===== config.mk =====
export PLATFORM = sky130hd
export DESIGN_NAME = iplr_top
export DESIGN_NICKNAME = d
export VERILOG_FILES = /design/src/common/iplr_pkg.sv /design/src/hdl/iplr_field_decode.sv /design/src/hdl/iplr_reg_write.sv /design/src/hdl/iplr_top.sv
export SDC_FILE = /design/constraint.sdc
export NUM_CORES = 1
export LEC_CHECK = 0
export BUFFER_PORTS_ARGS = -buffer_cell sky130_fd_sc_hd__buf_4
export CORE_MARGIN = 1.5
export CORE_UTILIZATION = 45
export CTS_CLUSTER_SIZE = 8
export DETAILED_ROUTE_END_ITERATION = 10
export PLACE_DENSITY = 0.81
export SETUP_SLACK_MARGIN = 0.05
export SLEW_MARGIN = 20
export SYNTH_ARGS = -nofsm -noshare
export SYNTH_HDL_FRONTEND = slang
export SYNTH_SLANG_ARGS = --single-unit

===== constraint.sdc =====
create_clock -name i_clock -period 3.3 [get_ports i_clock]
set_input_delay 0.33 -clock i_clock [delete_from_list [all_inputs] [get_ports i_clock]]
set_output_delay 0.33 -clock i_clock [all_outputs]
set_load 0.05 [all_outputs]

===== src/common/iplr_pkg.sv =====
// Shared constants, types and register map of the interrupt priority level registers.
package iplr_pkg;

    // ------------------------------------------------------------------
    // Widths and counts
    // ------------------------------------------------------------------
    localparam int unsigned ADDR_W      = 12;
    localparam int unsigned DATA_W      = 32;
    localparam int unsigned REG_W       = 16;
    localparam int unsigned NUM_REGS    = 3;
    localparam int unsigned FIELD_W     = 2;
    localparam int unsigned NUM_SOURCES = 23;

    // ------------------------------------------------------------------
    // Register indices; the byte address is four times the index
    // ------------------------------------------------------------------
    localparam logic [ADDR_W-1:0] IDX_PRIORITY_REG_SEVEN      = 12'h007;
    localparam logic [ADDR_W-1:0] IDX_PRIORITY_SERIAL0_TIMERA = 12'h008;
    localparam logic [ADDR_W-1:0] IDX_PRIORITY_PWM_ADC        = 12'h009;

    // Slot of each register inside the stored register array.
    localparam int unsigned SLOT_SEVEN = 0;
    localparam int unsigned SLOT_EIGHT = 1;
    localparam int unsigned SLOT_NINE  = 2;

    // Reset values and writable bits per slot (reserved bits never store).
    localparam logic [REG_W-1:0] RESET_VALUE = 16'h0000;
    localparam logic [REG_W-1:0] MASK_SEVEN  = 16'hffff;
    localparam logic [REG_W-1:0] MASK_EIGHT  = 16'hf3ff;
    localparam logic [REG_W-1:0] MASK_NINE   = 16'hffff;

    // ------------------------------------------------------------------
    // Field positions (low bit of each 2-bit level field)
    // ------------------------------------------------------------------
    localparam int unsigned LSB_TIMER_A_CH0      = 14;
    localparam int unsigned LSB_TIMER_B_CH3      = 12;
    localparam int unsigned LSB_TIMER_B_CH2      = 10;
    localparam int unsigned LSB_TIMER_B_CH1      = 8;
    localparam int unsigned LSB_TIMER_B_CH0      = 6;
    localparam int unsigned LSB_TIMER_C_CH3      = 4;
    localparam int unsigned LSB_TIMER_C_CH2      = 2;
    localparam int unsigned LSB_TIMER_C_CH1      = 0;
    localparam int unsigned LSB_SERIAL0_RX_FULL  = 14;
    localparam int unsigned LSB_SERIAL0_RX_ERROR = 12;
    localparam int unsigned LSB_SERIAL0_TX_IDLE  = 8;
    localparam int unsigned LSB_SERIAL0_TX_EMPTY = 6;
    localparam int unsigned LSB_TIMER_A_CH3      = 4;
    localparam int unsigned LSB_TIMER_A_CH2      = 2;
    localparam int unsigned LSB_TIMER_A_CH1      = 0;
    localparam int unsigned LSB_PWM_A_FAULT      = 14;
    localparam int unsigned LSB_PWM_B_FAULT      = 12;
    localparam int unsigned LSB_PWM_A_RELOAD     = 10;
    localparam int unsigned LSB_PWM_B_RELOAD     = 8;
    localparam int unsigned LSB_ADC_A_ZERO_CROSS = 6;
    localparam int unsigned LSB_ADC_B_ZERO_CROSS = 4;
    localparam int unsigned LSB_ADC_A_CONV_DONE  = 2;
    localparam int unsigned LSB_ADC_B_CONV_DONE  = 0;

    // ------------------------------------------------------------------
    // Field encodings and bus responses
    // ------------------------------------------------------------------
    localparam logic [FIELD_W-1:0] FIELD_DISABLED = 2'h0;
    localparam logic [1:0]         RESP_OKAY      = 2'h0;
    localparam logic [1:0]         RESP_SLVERR    = 2'h2;

    // ------------------------------------------------------------------
    // Types
    // ------------------------------------------------------------------
    typedef enum logic [1:0] {
        IPLR_IDLE,
        IPLR_WRITE_RESP,
        IPLR_READ_RESP
    } iplr_bus_state_t;

    // What each source hands to the arbitration logic.
    typedef struct packed {
        logic               req_enable;
        logic [FIELD_W-1:0] level;
    } iplr_source_t;

    typedef struct packed {
        iplr_bus_state_t                bus_state;
        logic                           aw_held;
        logic                           w_held;
        logic [ADDR_W-1:0]              awaddr;
        logic [REG_W-1:0]               wdata;
        logic [1:0]                     wstrb;
        logic [NUM_REGS-1:0][REG_W-1:0] prio;
        logic                           bvalid;
        logic [1:0]                     bresp;
        logic                           rvalid;
        logic [1:0]                     rresp;
        logic [DATA_W-1:0]              rdata;
        logic [NUM_SOURCES-1:0]         request;
    } iplr_state_t;

endpackage : iplr_pkg


===== src/hdl/iplr_field_decode.sv =====
// Decoder from one 2-bit priority field to a request enable and a level.
`timescale 1ns/1ps
`default_nettype none

module iplr_field_decode
(
    // Programmed field.
    input  wire logic [iplr_pkg::FIELD_W-1:0] i_field,
    // Decoded source control.
    output var iplr_pkg::iplr_source_t         o_source
);

    // ------------------------------------------------------------------
    // Decode
    // ------------------------------------------------------------------

    // Code 00 disables; codes 01, 10, 11 give levels 0, 1, 2, so level 3 is unreachable.
    always_comb
    begin
        o_source.req_enable = (i_field != iplr_pkg::FIELD_DISABLED);
        o_source.level      = i_field - 2'h1;
        if (i_field == iplr_pkg::FIELD_DISABLED)
        begin
            o_source.level = 2'h0;
        end
    end

endmodule : iplr_field_decode
`default_nettype wire


===== src/hdl/iplr_reg_write.sv =====
// Byte-strobed, masked write merge for one 16-bit priority register.
`timescale 1ns/1ps
`default_nettype none

module iplr_reg_write
(
    // Current contents and the bits software may change.
    input  wire logic [iplr_pkg::REG_W-1:0] i_old,
    input  wire logic [iplr_pkg::REG_W-1:0] i_mask,
    // Write data and byte strobes from the bus.
    input  wire logic [iplr_pkg::REG_W-1:0] i_wdata,
    input  wire logic [1:0]                 i_wstrb,
    // Merged value.
    output logic      [iplr_pkg::REG_W-1:0] o_new
);

    // ------------------------------------------------------------------
    // Merge
    // ------------------------------------------------------------------

    logic [iplr_pkg::REG_W-1:0] lane;

    // A bit changes only when its byte is strobed and it is not reserved.
    always_comb
    begin
        lane  = {{8{i_wstrb[1]}}, {8{i_wstrb[0]}}};
        o_new = (i_old & ~(lane & i_mask)) | (i_wdata & lane & i_mask);
    end

endmodule : iplr_reg_write
`default_nettype wire


===== src/hdl/iplr_top.sv =====
// Interrupt priority level registers seven to nine behind an AXI4-Lite slave.
//
// Notes on behaviour
// - A field of 00 disables its source and 01, 10, 11 assign levels 0, 1 and 2, nothing higher.
// - After reset every field holds 00, so no covered source can request until programmed.
// - Bits 11 to 10 of the serial-port-0 and timer-A register read as zero and ignore writes.
// - Register seven holds timer B channel 2, 1 and 0 at bits 11-10, 9-8 and 7-6.
// - Register seven holds timer C channel 3, 2 and 1 at bits 5-4, 3-2 and 1-0.
// - Register eight holds serial 0 receiver full at bits 15-14 and receiver error at 13-12.
// - Register eight holds serial 0 transmitter idle at bits 9-8 and transmitter empty at 7-6.
// - Register eight holds timer A channel 3, 2 and 1 at bits 5-4, 3-2 and 1-0.
// - Register nine holds PWM A fault at bits 15-14 and PWM B fault at 13-12.
// - Register nine holds PWM A reload at bits 11-10 and PWM B reload at 9-8.
// - Register nine holds ADC A zero-crossing at bits 7-6 and ADC B zero-crossing at 5-4.
// - Register nine holds ADC A conversion done at bits 3-2 and ADC B at 1-0.
// - Registers eight and nine sit at word offsets 8 and 9 and are 16 bits wide.
// - Register seven holds timer A channel 0 at bits 15-14 and timer B channel 3 at 13-12.
`timescale 1ns/1ps
`default_nettype none

module iplr_top
(
    // Clock and reset.
    input  wire logic                                i_clock,
    input  wire logic                                i_rst,
    // AXI4-Lite write address channel.
    input  wire logic [iplr_pkg::ADDR_W-1:0]         i_awaddr,
    input  wire logic                                i_awvalid,
    output logic                                     o_awready,
    // AXI4-Lite write data channel.
    input  wire logic [iplr_pkg::DATA_W-1:0]         i_wdata,
    input  wire logic [3:0]                          i_wstrb,
    input  wire logic                                i_wvalid,
    output logic                                     o_wready,
    // AXI4-Lite write response channel.
    output logic [1:0]                               o_bresp,
    output logic                                     o_bvalid,
    input  wire logic                                i_bready,
    // AXI4-Lite read address channel.
    input  wire logic [iplr_pkg::ADDR_W-1:0]         i_araddr,
    input  wire logic                                i_arvalid,
    output logic                                     o_arready,
    // AXI4-Lite read data channel.
    output logic [iplr_pkg::DATA_W-1:0]              o_rdata,
    output logic [1:0]                               o_rresp,
    output logic                                     o_rvalid,
    input  wire logic                                i_rready,
    // Raw requests from the covered sources.
    input  wire logic [iplr_pkg::NUM_SOURCES-1:0]    i_source_request,
    // Towards arbitration and vectoring.
    output var iplr_pkg::iplr_source_t [iplr_pkg::NUM_SOURCES-1:0] o_source,
    output logic [iplr_pkg::NUM_SOURCES-1:0]         o_request
);

    // ----------------------------------------
    // State
    // ----------------------------------------

    iplr_pkg::iplr_state_t state;
    iplr_pkg::iplr_state_t next_state;

    // Register byte addresses and writable masks by slot.
    localparam logic [iplr_pkg::ADDR_W-1:0] ADDR_SEVEN =
        iplr_pkg::IDX_PRIORITY_REG_SEVEN << 2;
    localparam logic [iplr_pkg::ADDR_W-1:0] ADDR_EIGHT =
        iplr_pkg::IDX_PRIORITY_SERIAL0_TIMERA << 2;
    localparam logic [iplr_pkg::ADDR_W-1:0] ADDR_NINE =
        iplr_pkg::IDX_PRIORITY_PWM_ADC << 2;

    logic [iplr_pkg::NUM_REGS-1:0][iplr_pkg::REG_W-1:0] reg_mask;
    logic [iplr_pkg::NUM_REGS-1:0][iplr_pkg::REG_W-1:0] merged;

    // ----------------------------------------
    // Handshake terms
    // ----------------------------------------

    logic                          aw_fire;
    logic                          w_fire;
    logic                          ar_fire;
    logic                          have_aw;
    logic                          have_w;
    logic [iplr_pkg::ADDR_W-1:0]   cur_awaddr;
    logic [iplr_pkg::REG_W-1:0]    cur_wdata;
    logic [1:0]                    cur_wstrb;

    // Address and data are taken independently, one each, while idle.
    assign o_awready = (state.bus_state == iplr_pkg::IPLR_IDLE) && !state.aw_held;
    assign o_wready  = (state.bus_state == iplr_pkg::IPLR_IDLE) && !state.w_held;

    // Reads wait while any part of a write is offered or held; writes win a tie.
    assign o_arready = (state.bus_state == iplr_pkg::IPLR_IDLE)
                     && !state.aw_held && !state.w_held
                     && !i_awvalid && !i_wvalid;

    assign aw_fire = i_awvalid && o_awready;
    assign w_fire  = i_wvalid && o_wready;
    assign ar_fire = i_arvalid && o_arready;
    assign have_aw = state.aw_held || aw_fire;
    assign have_w  = state.w_held || w_fire;

    // The write uses what arrived this cycle, or what was held earlier.
    assign cur_awaddr = state.aw_held ? state.awaddr : i_awaddr;
    assign cur_wdata  = state.w_held ? state.wdata : i_wdata[iplr_pkg::REG_W-1:0];
    assign cur_wstrb  = state.w_held ? state.wstrb : i_wstrb[1:0];

    // ----------------------------------------
    // Write merge per register
    // ----------------------------------------

    // Reserved bits of register eight are removed by its mask.
    assign reg_mask[iplr_pkg::SLOT_SEVEN] = iplr_pkg::MASK_SEVEN;
    assign reg_mask[iplr_pkg::SLOT_EIGHT] = iplr_pkg::MASK_EIGHT;
    assign reg_mask[iplr_pkg::SLOT_NINE]  = iplr_pkg::MASK_NINE;

    generate
        for (genvar r = 0; r < iplr_pkg::NUM_REGS; r++)
        begin : g_merge
            iplr_reg_write u_reg_write
            (
                .i_old   (state.prio[r]),
                .i_mask  (reg_mask[r]),
                .i_wdata (cur_wdata),
                .i_wstrb (cur_wstrb),
                .o_new   (merged[r])
            );
        end
    endgenerate

    // ----------------------------------------
    // Address decode
    // ----------------------------------------

    logic [iplr_pkg::NUM_REGS-1:0] wr_hit;
    logic [iplr_pkg::NUM_REGS-1:0] rd_hit;
    logic [iplr_pkg::REG_W-1:0]    rd_value;

    // Low two address bits are ignored, so any byte of a word selects it.
    always_comb
    begin
        wr_hit[iplr_pkg::SLOT_SEVEN] = {cur_awaddr[11:2], 2'h0} == ADDR_SEVEN;
        wr_hit[iplr_pkg::SLOT_EIGHT] = {cur_awaddr[11:2], 2'h0} == ADDR_EIGHT;
        wr_hit[iplr_pkg::SLOT_NINE]  = {cur_awaddr[11:2], 2'h0} == ADDR_NINE;
        rd_hit[iplr_pkg::SLOT_SEVEN] = {i_araddr[11:2], 2'h0} == ADDR_SEVEN;
        rd_hit[iplr_pkg::SLOT_EIGHT] = {i_araddr[11:2], 2'h0} == ADDR_EIGHT;
        rd_hit[iplr_pkg::SLOT_NINE]  = {i_araddr[11:2], 2'h0} == ADDR_NINE;
    end

    // Read mux; reserved bits are masked again so they can never read as one.
    always_comb
    begin
        rd_value = 16'h0000;
        for (int r = 0; r < iplr_pkg::NUM_REGS; r++)
        begin
            if (rd_hit[r])
            begin
                rd_value = state.prio[r] & reg_mask[r];
            end
        end
    end

    // ----------------------------------------
    // Field extraction, one named source per line
    // ----------------------------------------

    logic [iplr_pkg::NUM_SOURCES-1:0][iplr_pkg::FIELD_W-1:0] field;
    logic [iplr_pkg::REG_W-1:0] reg7;
    logic [iplr_pkg::REG_W-1:0] reg8;
    logic [iplr_pkg::REG_W-1:0] reg9;

    assign reg7 = state.prio[iplr_pkg::SLOT_SEVEN];
    assign reg8 = state.prio[iplr_pkg::SLOT_EIGHT];
    assign reg9 = state.prio[iplr_pkg::SLOT_NINE];

    // Register seven: timer A channel 0, timers B and C.
    assign field[0]  = reg7[iplr_pkg::LSB_TIMER_A_CH0 +: 2];
    assign field[1]  = reg7[iplr_pkg::LSB_TIMER_B_CH3 +: 2];
    assign field[2]  = reg7[iplr_pkg::LSB_TIMER_B_CH2 +: 2];
    assign field[3]  = reg7[iplr_pkg::LSB_TIMER_B_CH1 +: 2];
    assign field[4]  = reg7[iplr_pkg::LSB_TIMER_B_CH0 +: 2];
    assign field[5]  = reg7[iplr_pkg::LSB_TIMER_C_CH3 +: 2];
    assign field[6]  = reg7[iplr_pkg::LSB_TIMER_C_CH2 +: 2];
    assign field[7]  = reg7[iplr_pkg::LSB_TIMER_C_CH1 +: 2];

    // Register eight: serial port 0 and timer A channels 3 to 1.
    assign field[8]  = reg8[iplr_pkg::LSB_SERIAL0_RX_FULL +: 2];
    assign field[9]  = reg8[iplr_pkg::LSB_SERIAL0_RX_ERROR +: 2];
    assign field[10] = reg8[iplr_pkg::LSB_SERIAL0_TX_IDLE +: 2];
    assign field[11] = reg8[iplr_pkg::LSB_SERIAL0_TX_EMPTY +: 2];
    assign field[12] = reg8[iplr_pkg::LSB_TIMER_A_CH3 +: 2];
    assign field[13] = reg8[iplr_pkg::LSB_TIMER_A_CH2 +: 2];
    assign field[14] = reg8[iplr_pkg::LSB_TIMER_A_CH1 +: 2];

    // Register nine: PWM fault and reload, ADC events.
    assign field[15] = reg9[iplr_pkg::LSB_PWM_A_FAULT +: 2];
    assign field[16] = reg9[iplr_pkg::LSB_PWM_B_FAULT +: 2];
    assign field[17] = reg9[iplr_pkg::LSB_PWM_A_RELOAD +: 2];
    assign field[18] = reg9[iplr_pkg::LSB_PWM_B_RELOAD +: 2];
    assign field[19] = reg9[iplr_pkg::LSB_ADC_A_ZERO_CROSS +: 2];
    assign field[20] = reg9[iplr_pkg::LSB_ADC_B_ZERO_CROSS +: 2];
    assign field[21] = reg9[iplr_pkg::LSB_ADC_A_CONV_DONE +: 2];
    assign field[22] = reg9[iplr_pkg::LSB_ADC_B_CONV_DONE +: 2];

    // ----------------------------------------
    // Per-source decode
    // ----------------------------------------

    generate
        for (genvar s = 0; s < iplr_pkg::NUM_SOURCES; s++)
        begin : g_source
            // Level and enable follow the register flops with no added delay.
            iplr_field_decode u_decode
            (
                .i_field  (field[s]),
                .o_source (o_source[s])
            );
        end
    endgenerate

    // ----------------------------------------
    // Next-state logic
    // ----------------------------------------

    // One pass covers the bus sequence, register updates and request gating.
    always_comb
    begin
        next_state = state;

        // A source is forwarded only while its field is not disabled.
        for (int s = 0; s < iplr_pkg::NUM_SOURCES; s++)
        begin
            next_state.request[s] = i_source_request[s] && o_source[s].req_enable;
        end

        unique case (state.bus_state)
            iplr_pkg::IPLR_IDLE:
            begin
                if (aw_fire)
                begin
                    next_state.aw_held = 1'b1;
                    next_state.awaddr  = i_awaddr;
                end
                if (w_fire)
                begin
                    next_state.w_held = 1'b1;
                    next_state.wdata  = i_wdata[iplr_pkg::REG_W-1:0];
                    next_state.wstrb  = i_wstrb[1:0];
                end
                if (have_aw && have_w)
                begin
                    // Both halves present: commit and answer the next cycle.
                    for (int r = 0; r < iplr_pkg::NUM_REGS; r++)
                    begin
                        if (wr_hit[r])
                        begin
                            next_state.prio[r] = merged[r];
                        end
                    end
                    next_state.aw_held   = 1'b0;
                    next_state.w_held    = 1'b0;
                    next_state.bvalid    = 1'b1;
                    next_state.bresp     = (|wr_hit) ? iplr_pkg::RESP_OKAY
                                                     : iplr_pkg::RESP_SLVERR;
                    next_state.bus_state = iplr_pkg::IPLR_WRITE_RESP;
                end
                else if (ar_fire)
                begin
                    // Unmapped reads return zero with an error response.
                    next_state.rdata     = {16'h0000, rd_value};
                    next_state.rvalid    = 1'b1;
                    next_state.rresp     = (|rd_hit) ? iplr_pkg::RESP_OKAY
                                                     : iplr_pkg::RESP_SLVERR;
                    next_state.bus_state = iplr_pkg::IPLR_READ_RESP;
                end
            end
            iplr_pkg::IPLR_WRITE_RESP:
            begin
                if (i_bready)
                begin
                    next_state.bvalid    = 1'b0;
                    next_state.bresp     = iplr_pkg::RESP_OKAY;
                    next_state.bus_state = iplr_pkg::IPLR_IDLE;
                end
            end
            iplr_pkg::IPLR_READ_RESP:
            begin
                if (i_rready)
                begin
                    next_state.rvalid    = 1'b0;
                    next_state.rresp     = iplr_pkg::RESP_OKAY;
                    next_state.bus_state = iplr_pkg::IPLR_IDLE;
                end
            end
            default:
            begin
                // The fourth code of the state field is never entered; recover.
                next_state.bus_state = iplr_pkg::IPLR_IDLE;
            end
        endcase
    end

    // ----------------------------------------
    // State register
    // ----------------------------------------

    // Every field comes out of reset disabled.
    always_ff @(posedge i_clock or posedge i_rst)
    begin
        if (i_rst)
        begin
            state           <= '0;
            state.bus_state <= iplr_pkg::IPLR_IDLE;
            state.prio      <= {iplr_pkg::NUM_REGS{iplr_pkg::RESET_VALUE}};
            state.bresp     <= iplr_pkg::RESP_OKAY;
            state.rresp     <= iplr_pkg::RESP_OKAY;
        end
        else
        begin
            state <= next_state;
        end
    end

    // ----------------------------------------
    // Outputs
    // ----------------------------------------

    // Response channels and forwarded requests come straight from flops.
    assign o_bvalid  = state.bvalid;
    assign o_bresp   = state.bresp;
    assign o_rvalid  = state.rvalid;
    assign o_rresp   = state.rresp;
    assign o_rdata   = state.rdata;
    assign o_request = state.request;

endmodule : iplr_top
`default_nettype wire


======== Word level (Yosys, flattened, before mapping) ========
Cells that the tools add are included.
cells by class
  $add $sub $neg .......................... 23
  equality and inequality tests ........... 14
  muxes and demuxes ....................... 46
  bitwise gates (word level) .............. 10
  reduce and logical (&&, ||, !) cells .... 102
operator list
  operator             count
  $mux 35              2
  $and 16x16->16       4
  $mux 16              4
  $mux 2               31
  $reduce_bool 2->1    27
  $logic_not 2->1      24
  $or 16x16->16        3
  $sub 2x1->2 const B  23
  $eq 10x4->1 const B  4
  $logic_and 1x1->1    32
  $not 16->16          2
  $eq 10x3->1 const B  2
  $reduce_and 3->1     6
  $mux 12              1
  $pmux 3 s2           2
  $mux 3               3
  $ne 2x2->1 const B   4
  $reduce_and 2->1     4
  $pmux 2 s3           1
  $reduce_or 3->1      2
  $logic_not 1->1      4
  $reduce_and 4->1     1
  $ne 3x2->1 const B   1
  $eq 2x1->1 const B   1
  other kinds (5)      7
word-level totals
  flip-flop bits (word level) ............. 127
  bits of input ports ..................... 90
  output and inout port bits .............. 133
  word-level logic and storage cells ...... 210

======== Logic depth before layout (Yosys ltp) ========
Gate-level depths: netlist of the first run.
  depth in word-level cells ............... 9
  gate-level depth with buffers ........... 7
  gate-level depth less buffers ........... 4

======== Hierarchy ========
From an unflattened synthesis of the first run, not the netlist that was laid out.
second synthesis, totals
  cells, all modules ...................... 630
  area, all modules ....................... 7224.4 µm²
by module, submodules not included
  module             times used  cells an instance  area an instance (µm²)  seq. area each (µm²)
  iplr_top           1           459                5738.0                  3078.0
  iplr_reg_write     3           34                 322.8                   0.0
  iplr_field_decode  23          3                  22.5                    0.0

======== Worst setup path after synthesis of the first run ========
Ideal clock, no wire load.
  kind .................................... register -> register
  start ................................... register state[139] in the netlist's numbering
  end ..................................... register state[109] in the netlist's numbering
  arrival ................................. 2.705 ns
  required time ........................... 3.175 ns
  path slack .............................. 0.470 ns
  stages on the path, launching flop included .. 7
  path buffers ............................ 3
  period minus slack after synthesis ...... 2.830 ns
  cell sequence ........................... dfrtp_1 > buf_2 > nor3_1 > and2_1 > buf_2 > buf_2 > mux2_2
between the ends
  longest elaborated chain between the ends .. 4
RTL lines
  element                     line             source
  start: declaration          iplr_top.sv:59   iplr_pkg::iplr_state_t state;
  start signal: assignment    iplr_top.sv:318  state <= next_state;
  $logic_not 1->1             iplr_top.sv:88   assign o_wready = (state.bus_state == iplr_pkg::IPLR_IDLE) && !state.w_held;
  $logic_and 1x1->1           iplr_top.sv:88
  net o_wready                iplr_top.sv:34   output logic o_wready,
  $logic_and 1x1->1           iplr_top.sv:96   assign w_fire = i_wvalid && o_wready;
  $reduce_and 2->1 (no line)  --
The timed path passes the listed nets, and every way through them passes these cells.
A chain may end at the register's enable or synchronous reset.

======== Worst setup path in the final report of the first run ========
  start ................................... register state[140] in the netlist's numbering
  end ..................................... register state, in the netlist reg9[11]
between the ends
  longest elaborated chain between the ends .. 6
  elaborated cells between the ends (all ways) .. 8
  those cells by class .................... eq/ne (1); mux (1); reduce/logical (6)
RTL lines
  element
  branches (longest 5 deep; another with $mux 12)
  $reduce_and 3->1 (no line) (*)
Every way passes the cells marked *.

==> results of run 1 <==
==> routing by layer <==
metal / vias up / track usage (%) / share of wire [%]
met3: 30 / 5.220 / 5.9
met1: 2198 / 26.77 / 42
li1: 1999 / - / -
met4: 0 / 8.660 / 2.2
met5: - / 0 / 0
met2: 189 / 35.14 / 50
==> worst min-delay path, delay by kind of cell <==
| family | cells | cell delay, ns |
|---|---|---|
| buffers and inverters | 3 | 0.64 |
==> cell type report <==
class / instances / area share [%]
repair buffers: 189 / 18.23
inverters: 4 / 0.2390
well taps: 176 / 2.804
clock inverters: 8 / 1.498
clock buffers: 23 / 6.213
multi-input cells: 325 / 32.47
flip-flops and latches: 121 / 38.55
==> through the flow <==
| stage | instances | setup WS (ns) | hold WS [ns] | utilization [%] | cell area [sq um] |
|---|---|---|---|---|---|
| 2_1_floorplan | 523 | 0.4699 | 0.4510 | - | 6106 |
| 3_3_place_gp | 815 | 0.8982 | 0.4842 | 54.95 | 7248 |
| 3_5_place_dp | 815 | 0.7211 | 0.4908 | 54.95 | 7248 |
| 4_1_cts | 846 | 0.7683 | 0.1096 | 59.54 | 7854 |
| 5_1_grt | 846 | 0.7079 | 0.1047 | 59.54 | 7854 |
| 6_report | 846 | 0.8272 | 0.08198 | 59.54 | 7854 |
==> how the worst min path moves through the flow <==
stage	start	to	slack [ns]	cells after the start
2_1_floorplan	o_rdata[10]	o_rdata[10]	0.45	2
3_3_place_gp	state[117]	state[117]	0.48	1
3_5_place_dp	state[115]	state[115]	0.49	1
4_1_cts	i_source_request[12]	o_request[12]	0.11	2
5_1_grt	i_source_request[17]	o_request[17]	0.10	2
6_report	i_rst	o_request[17]	0.08	3
==> power groups by stage <==
stage                     clock [W]  sequential, W  combinational, W
after floorplan                   0        0.00190           0.00108
after global placement            0        0.00192           0.00134
after detailed placement          0        0.00194           0.00139
after CTS                   0.00192        0.00192           0.00139
after global routing        0.00201        0.00196           0.00146
final                       0.00190        0.00193           0.00138
==> placed cells by master, fill, tap and decap left out, types with 2 or more instances in the layout <==
cell type,count
a2111oi_4,2
a211oi_2,3
a21oi_1,7
a221o_1,6
a22o_1,8
a22oi_1,7
a2bb2oi_1,4
a32oi_1,2
and2_1,49
and4b_1,2
buf_4,188
bufinv_16,3
clkbuf_1,2
clkbuf_16,17
clkbuf_8,4
clkinv_2,4
clkinvlp_4,2
conb_1,18
dfrtp_1,121
inv_1,3
mux2_2,93
mux2i_1,4
nand2_1,15
nand2_2,2
nand2b_1,3
nand4_1,2
nor2_1,9
nor2b_1,23
nor3_1,10
nor3b_1,2
nor4_1,3
nor4bb_1,2
o21ai_0,12
o21ai_1,2
o22ai_1,2
or2_2,23
==> cell families after synthesis <==
logic type,synth area share [%]
other,0.06210
multiplexers,18.01
flip-flops,50.14
AO/OA/AOI/OAI,7.853
AND/OR/NAND/NOR,15.25
buffers and inverters,8.682
==> sequential cells by signal, indices dropped and copies added, names as in the netlist <==
signal     cells
o_rdata       16
o_bvalid       1
o_request     23
reg7          16
reg8          14
o_rvalid       1
reg9          16
o_rresp        1
state         32
o_bresp        1
==> reports/results.ini, run 1 <==
[outcome]
outcome = finished clean

[sta]
fin_crit_ns = 2.473
maxSlewHeadroom_pct = 40.76
worst_pin_slew_ns = 0.8869
final.setup_skew_ns = 0.006543
fin_crit_sh_pct = 74.93
drv_slew = 0
grt_setup_unrepaired = no
fmax_mhz = 404.4
setup_violations = 0
setup_tns_ns = 0
finalHoldViolations = 0

[power]
p_leak_nw = 3.980
p_per_area_nw_per_um2 = 663.1
p_clk_share_pct = 36.5
comb_power_share_pct = 26.5
switchingPower_w = 0.001640
internal_power_w = 0.003568
p_sw_share_pct = 31.48
p_total_w = 0.005208
seq_power_share_pct = 37.0
peakVddDrop_mv = 0.5903

[synth]
synth_largest_area_cell = dfrtp_1
synth_ff_type = dfrtp_1
synth_top_area_share_pct = 50.15
synth-async-reset-ratio_pct = 100.0
synth.most_common_cell = dfrtp_1
yosys_warnings = 0
yosys-top-cells-area = dfrtp_1 (50%), mux2_2 (17%), buf_4 (7.3%)
netlist_instances = 506
synth_edf_count = 0
netlist_area_sq_um = 6038
ys_types = 43
synthTopCellsByCount = dfrtp_1 (121), mux2_2 (93), buf_4 (59), and2_1 (49)
syn_avg_cell_area_sq_um = 11.93
synth_seq_cells = 121
ys_seq_area_share_pct = 50.15

[detailed_routing]
drtPass1Iterations = 4
first_iter_violations = 317
drcViolationCount = 0
wl_per_cell_microns = 17.34
routed_wl_microns = 14670
detail-route-antenna-nets = 0
vias = 4416
viasPerCell = 5.220

[setup_path]
cp_top_family = compound AO/OA/AOI/OAI gates
crit_chain = nor4bb_1 -> o21ai_1 -> a211oi_2 -> mux2_2
crit_buf_inv = 0
slowest_stage = a211oi_2
critical_path_depth = 4
r2r_start = state[140]
reg2reg_slack_ns = 0.83
crit_required_ns = 3.59
end_kind = flip-flop
critPathKind = reg -> reg
worstRegToRegCells = 4
timing.critical_path.to = reg9[11]
cp_max_fo = 11
startpoint = state[140]
worst_ep_arrival_time_ns = 2.76
timing.rr.end = reg9[11]
max_stage_delay_ns = 0.76
startpoint_type = flip-flop

[final_layout]
multiInputGateArea_sq_um = 2550
num-fill-cells = 1044
area_growth_pct = 30.07
antenna_cells = 0
nets = 748
drive_above_1_share_pct = 51.79
ff_latch_area_sq_um = 3028

[cts]
h-tree-depth = 4
post-cts-setup-buffers = 0
clk_pin_slew_ns = 0.05
numCtsBuffers = 17
cts_resized = 0
cts_tree = yes
clock_sink_count = 121
hold_buffers = 0
clk_latency_ns = 0.41
root_buffer = clkbuf_16
clockBufferDepth = 2

[global_route]
grt_use_total_pct = 21.24
grt_max_degree = 122
grt_pass1_vias = 4498
grt_pass1_wl_microns = 23070
antenna_found_initial = 0
overflow = 0

[die]
std_cell_rows = 42
die_x_microns = 118.8
die_area_sq_um = 14120
ios = 223
start_util_pct = 45.78
core_area_sq_um = 13190
die_h_microns = 118.8

[placement]
gp_congestion = 0.8075
dp_hpwl_microns = 10560
port_buffers = 182

[flow_run]
drv_cap = 0

[worst_hold_path]
hold_path.class = in -> async

Note: power is estimated with default switching activity, not from simulation.
==> run 2, diff against run 1 <==
- CORE_UTILIZATION: 45 -> 50
- PLACE_DENSITY: 0.81 -> 0.85
- clock period: 3.3 -> 2.6 ns (I/O delays scaled with it)
==> run 2 against run 1 <==
Net effect: wire length decreased by 2.8%; die area fell by 9.7%; critical path depth unchanged; via count decreased by 1.1%; non-clock buffer count rose by 6; fmax rose by 6.8%; critical path type unchanged.
==> reports/results.ini, run 2 (synthesized netlist as in run 1, its figures left out) <==
[cts]
clk_latency_ns = 0.41
hold_buffers = 0
numCtsBuffers = 17
cts_resized = 0
clk_pin_slew_ns = 0.05
clockBufferDepth = 2
h-tree-depth = 4
cts_tree = yes
root_buffer = clkbuf_16
post-cts-setup-buffers = 0
clock_sink_count = 121

[setup_path]
worst_ep_arrival_time_ns = 2.60
critPathKind = reg -> reg
crit_required_ns = 2.89
cp_max_fo = 11
startpoint_type = flip-flop
end_kind = flip-flop

[sta]
grt_setup_unrepaired = no
fmax_mhz = 431.9
worst_pin_slew_ns = 0.8257
drv_slew = 0
fin_crit_sh_pct = 89.05
fin_crit_ns = 2.315
maxSlewHeadroom_pct = 44.91
finalHoldViolations = 0
final.setup_skew_ns = 0.006681
holdWs_ns = 0.001030
setup_violations = 0
setup_tns_ns = 0

[final_layout]
final_common_cell = buf_4
area_growth_pct = 29.22
num-fill-cells = 903
ff_latch_area_sq_um = 3028
finalInstanceArea_sq_um = 7802
most-common-layout-cells = buf_4 (194), dfrtp_1 (121), mux2_2 (93), and2_1 (49)
largest_register_ffs = 32
drive_above_1_share_pct = 52.22
nets = 754
antenna_cells = 0
utilization_pct = 67.18
final_cells = 819
top_register = state
multiInputGateArea_sq_um = 2560

[power]
comb_power_share_pct = 27.6
p_sw_share_pct = 32.31
switchingPower_w = 0.002050
internal_power_w = 0.004295
p_clk_share_pct = 33.7
p_per_area_nw_per_um2 = 813.3
peakVddDrop_mv = 0.8634
p_leak_nw = 3.975
seq_power_share_pct = 38.7

[detailed_routing]
detail-route-antenna-nets = 0
wl_met2_microns = 7344
viasPerCell = 5.333
wl_met1_microns = 5718
dr.max_layer_used = met4
first_iter_violations = 180
drtPass1Iterations = 5
routed_wl_microns = 14260
vias = 4368
drcViolationCount = 0
dr_wl_met3_microns = 1040
wl_per_cell_microns = 17.41

[die]
die_area_sq_um = 12750
std_cell_rows = 39
ios = 223
core_area_sq_um = 11610
die_x_microns = 112.9
die_h_microns = 112.9
start_util_pct = 51.99

[placement]
placed_cells = 788
port_buffers = 182
gp_congestion = 0.7976
place_area_sq_um = 7262
dp_hpwl_microns = 10290

[global_route]
overflow = 0
grt_pass1_vias = 4601
grt_max_degree = 122
grt_use_total_pct = 23.29
antenna_found_initial = 0
grt_pass1_wl_microns = 23030

[worst_hold_path]
hold_path.class = in -> async

[flow_run]
drv_cap = 0

[outcome]
outcome = finished clean

## run 2: power groups by stage
stage,registers (W),clock network (W),logic [W]
4_1_cts,0.00245,0.00217,0.00177
3_3_place_gp,0.00244,0,0.00170
5_1_grt,0.00249,0.00226,0.00188
3_5_place_dp,0.00247,0,0.00176
6_report,0.00245,0.00214,0.00175
2_1_floorplan,0.00242,0,0.00138
## run 2: cell type report
cell class / count / area share [%]
Sequential cell: 121 / 38.81
Multi-Input combinational cell: 325 / 32.81
Timing Repair Buffer: 195 / 18.92
Clock buffer: 23 / 5.997
Tap cell: 143 / 2.293
Clock inverter: 8 / 0.9301
Inverter: 4 / 0.2405
## run 2: metrics by stage
step / total power, W / worst slack (ns)
finish: 0.006346 / 0.2848
floorplan: 0.003791 / 0.2302
global route: 0.006628 / 0.1497
global placement: 0.004142 / 0.3326
CTS: 0.006391 / 0.2592
detailed placement: 0.004226 / 0.2680
## run 2: final timing paths
check	endpoint	cells past startpoint	slack [ns]	startpoint
setup reg to reg	reg8[15]	4	0.28	state[140]
hold reg to reg	o_rdata[10]	2	0.49	o_rdata[10]
min in group i_clock	o_request[16]	2	0.06	i_source_request[16]
hold / removal	o_request[2]	3	0.001	i_rst
max in group asynchronous	state[112]	3	2.08	i_rst
setup / recovery	reg8[15]	4	0.28	state[140]
## run 2: metal layers
layer / GRT usage, % / vias to the layer above
met2: 40.37 / 167
met5: 0 / -
li1: - / 2009
met3: 7.070 / 15
met1: 27.93 / 2177
met4: 7.500 / 0
## run 2: critical path, cell delays in order (launching register included)
cell and delay, ns:
dfrtp_1 0.55, nor4bb_1 0.38, nor2_1 0.21, a2111oi_4 0.65, mux2_2 0.41
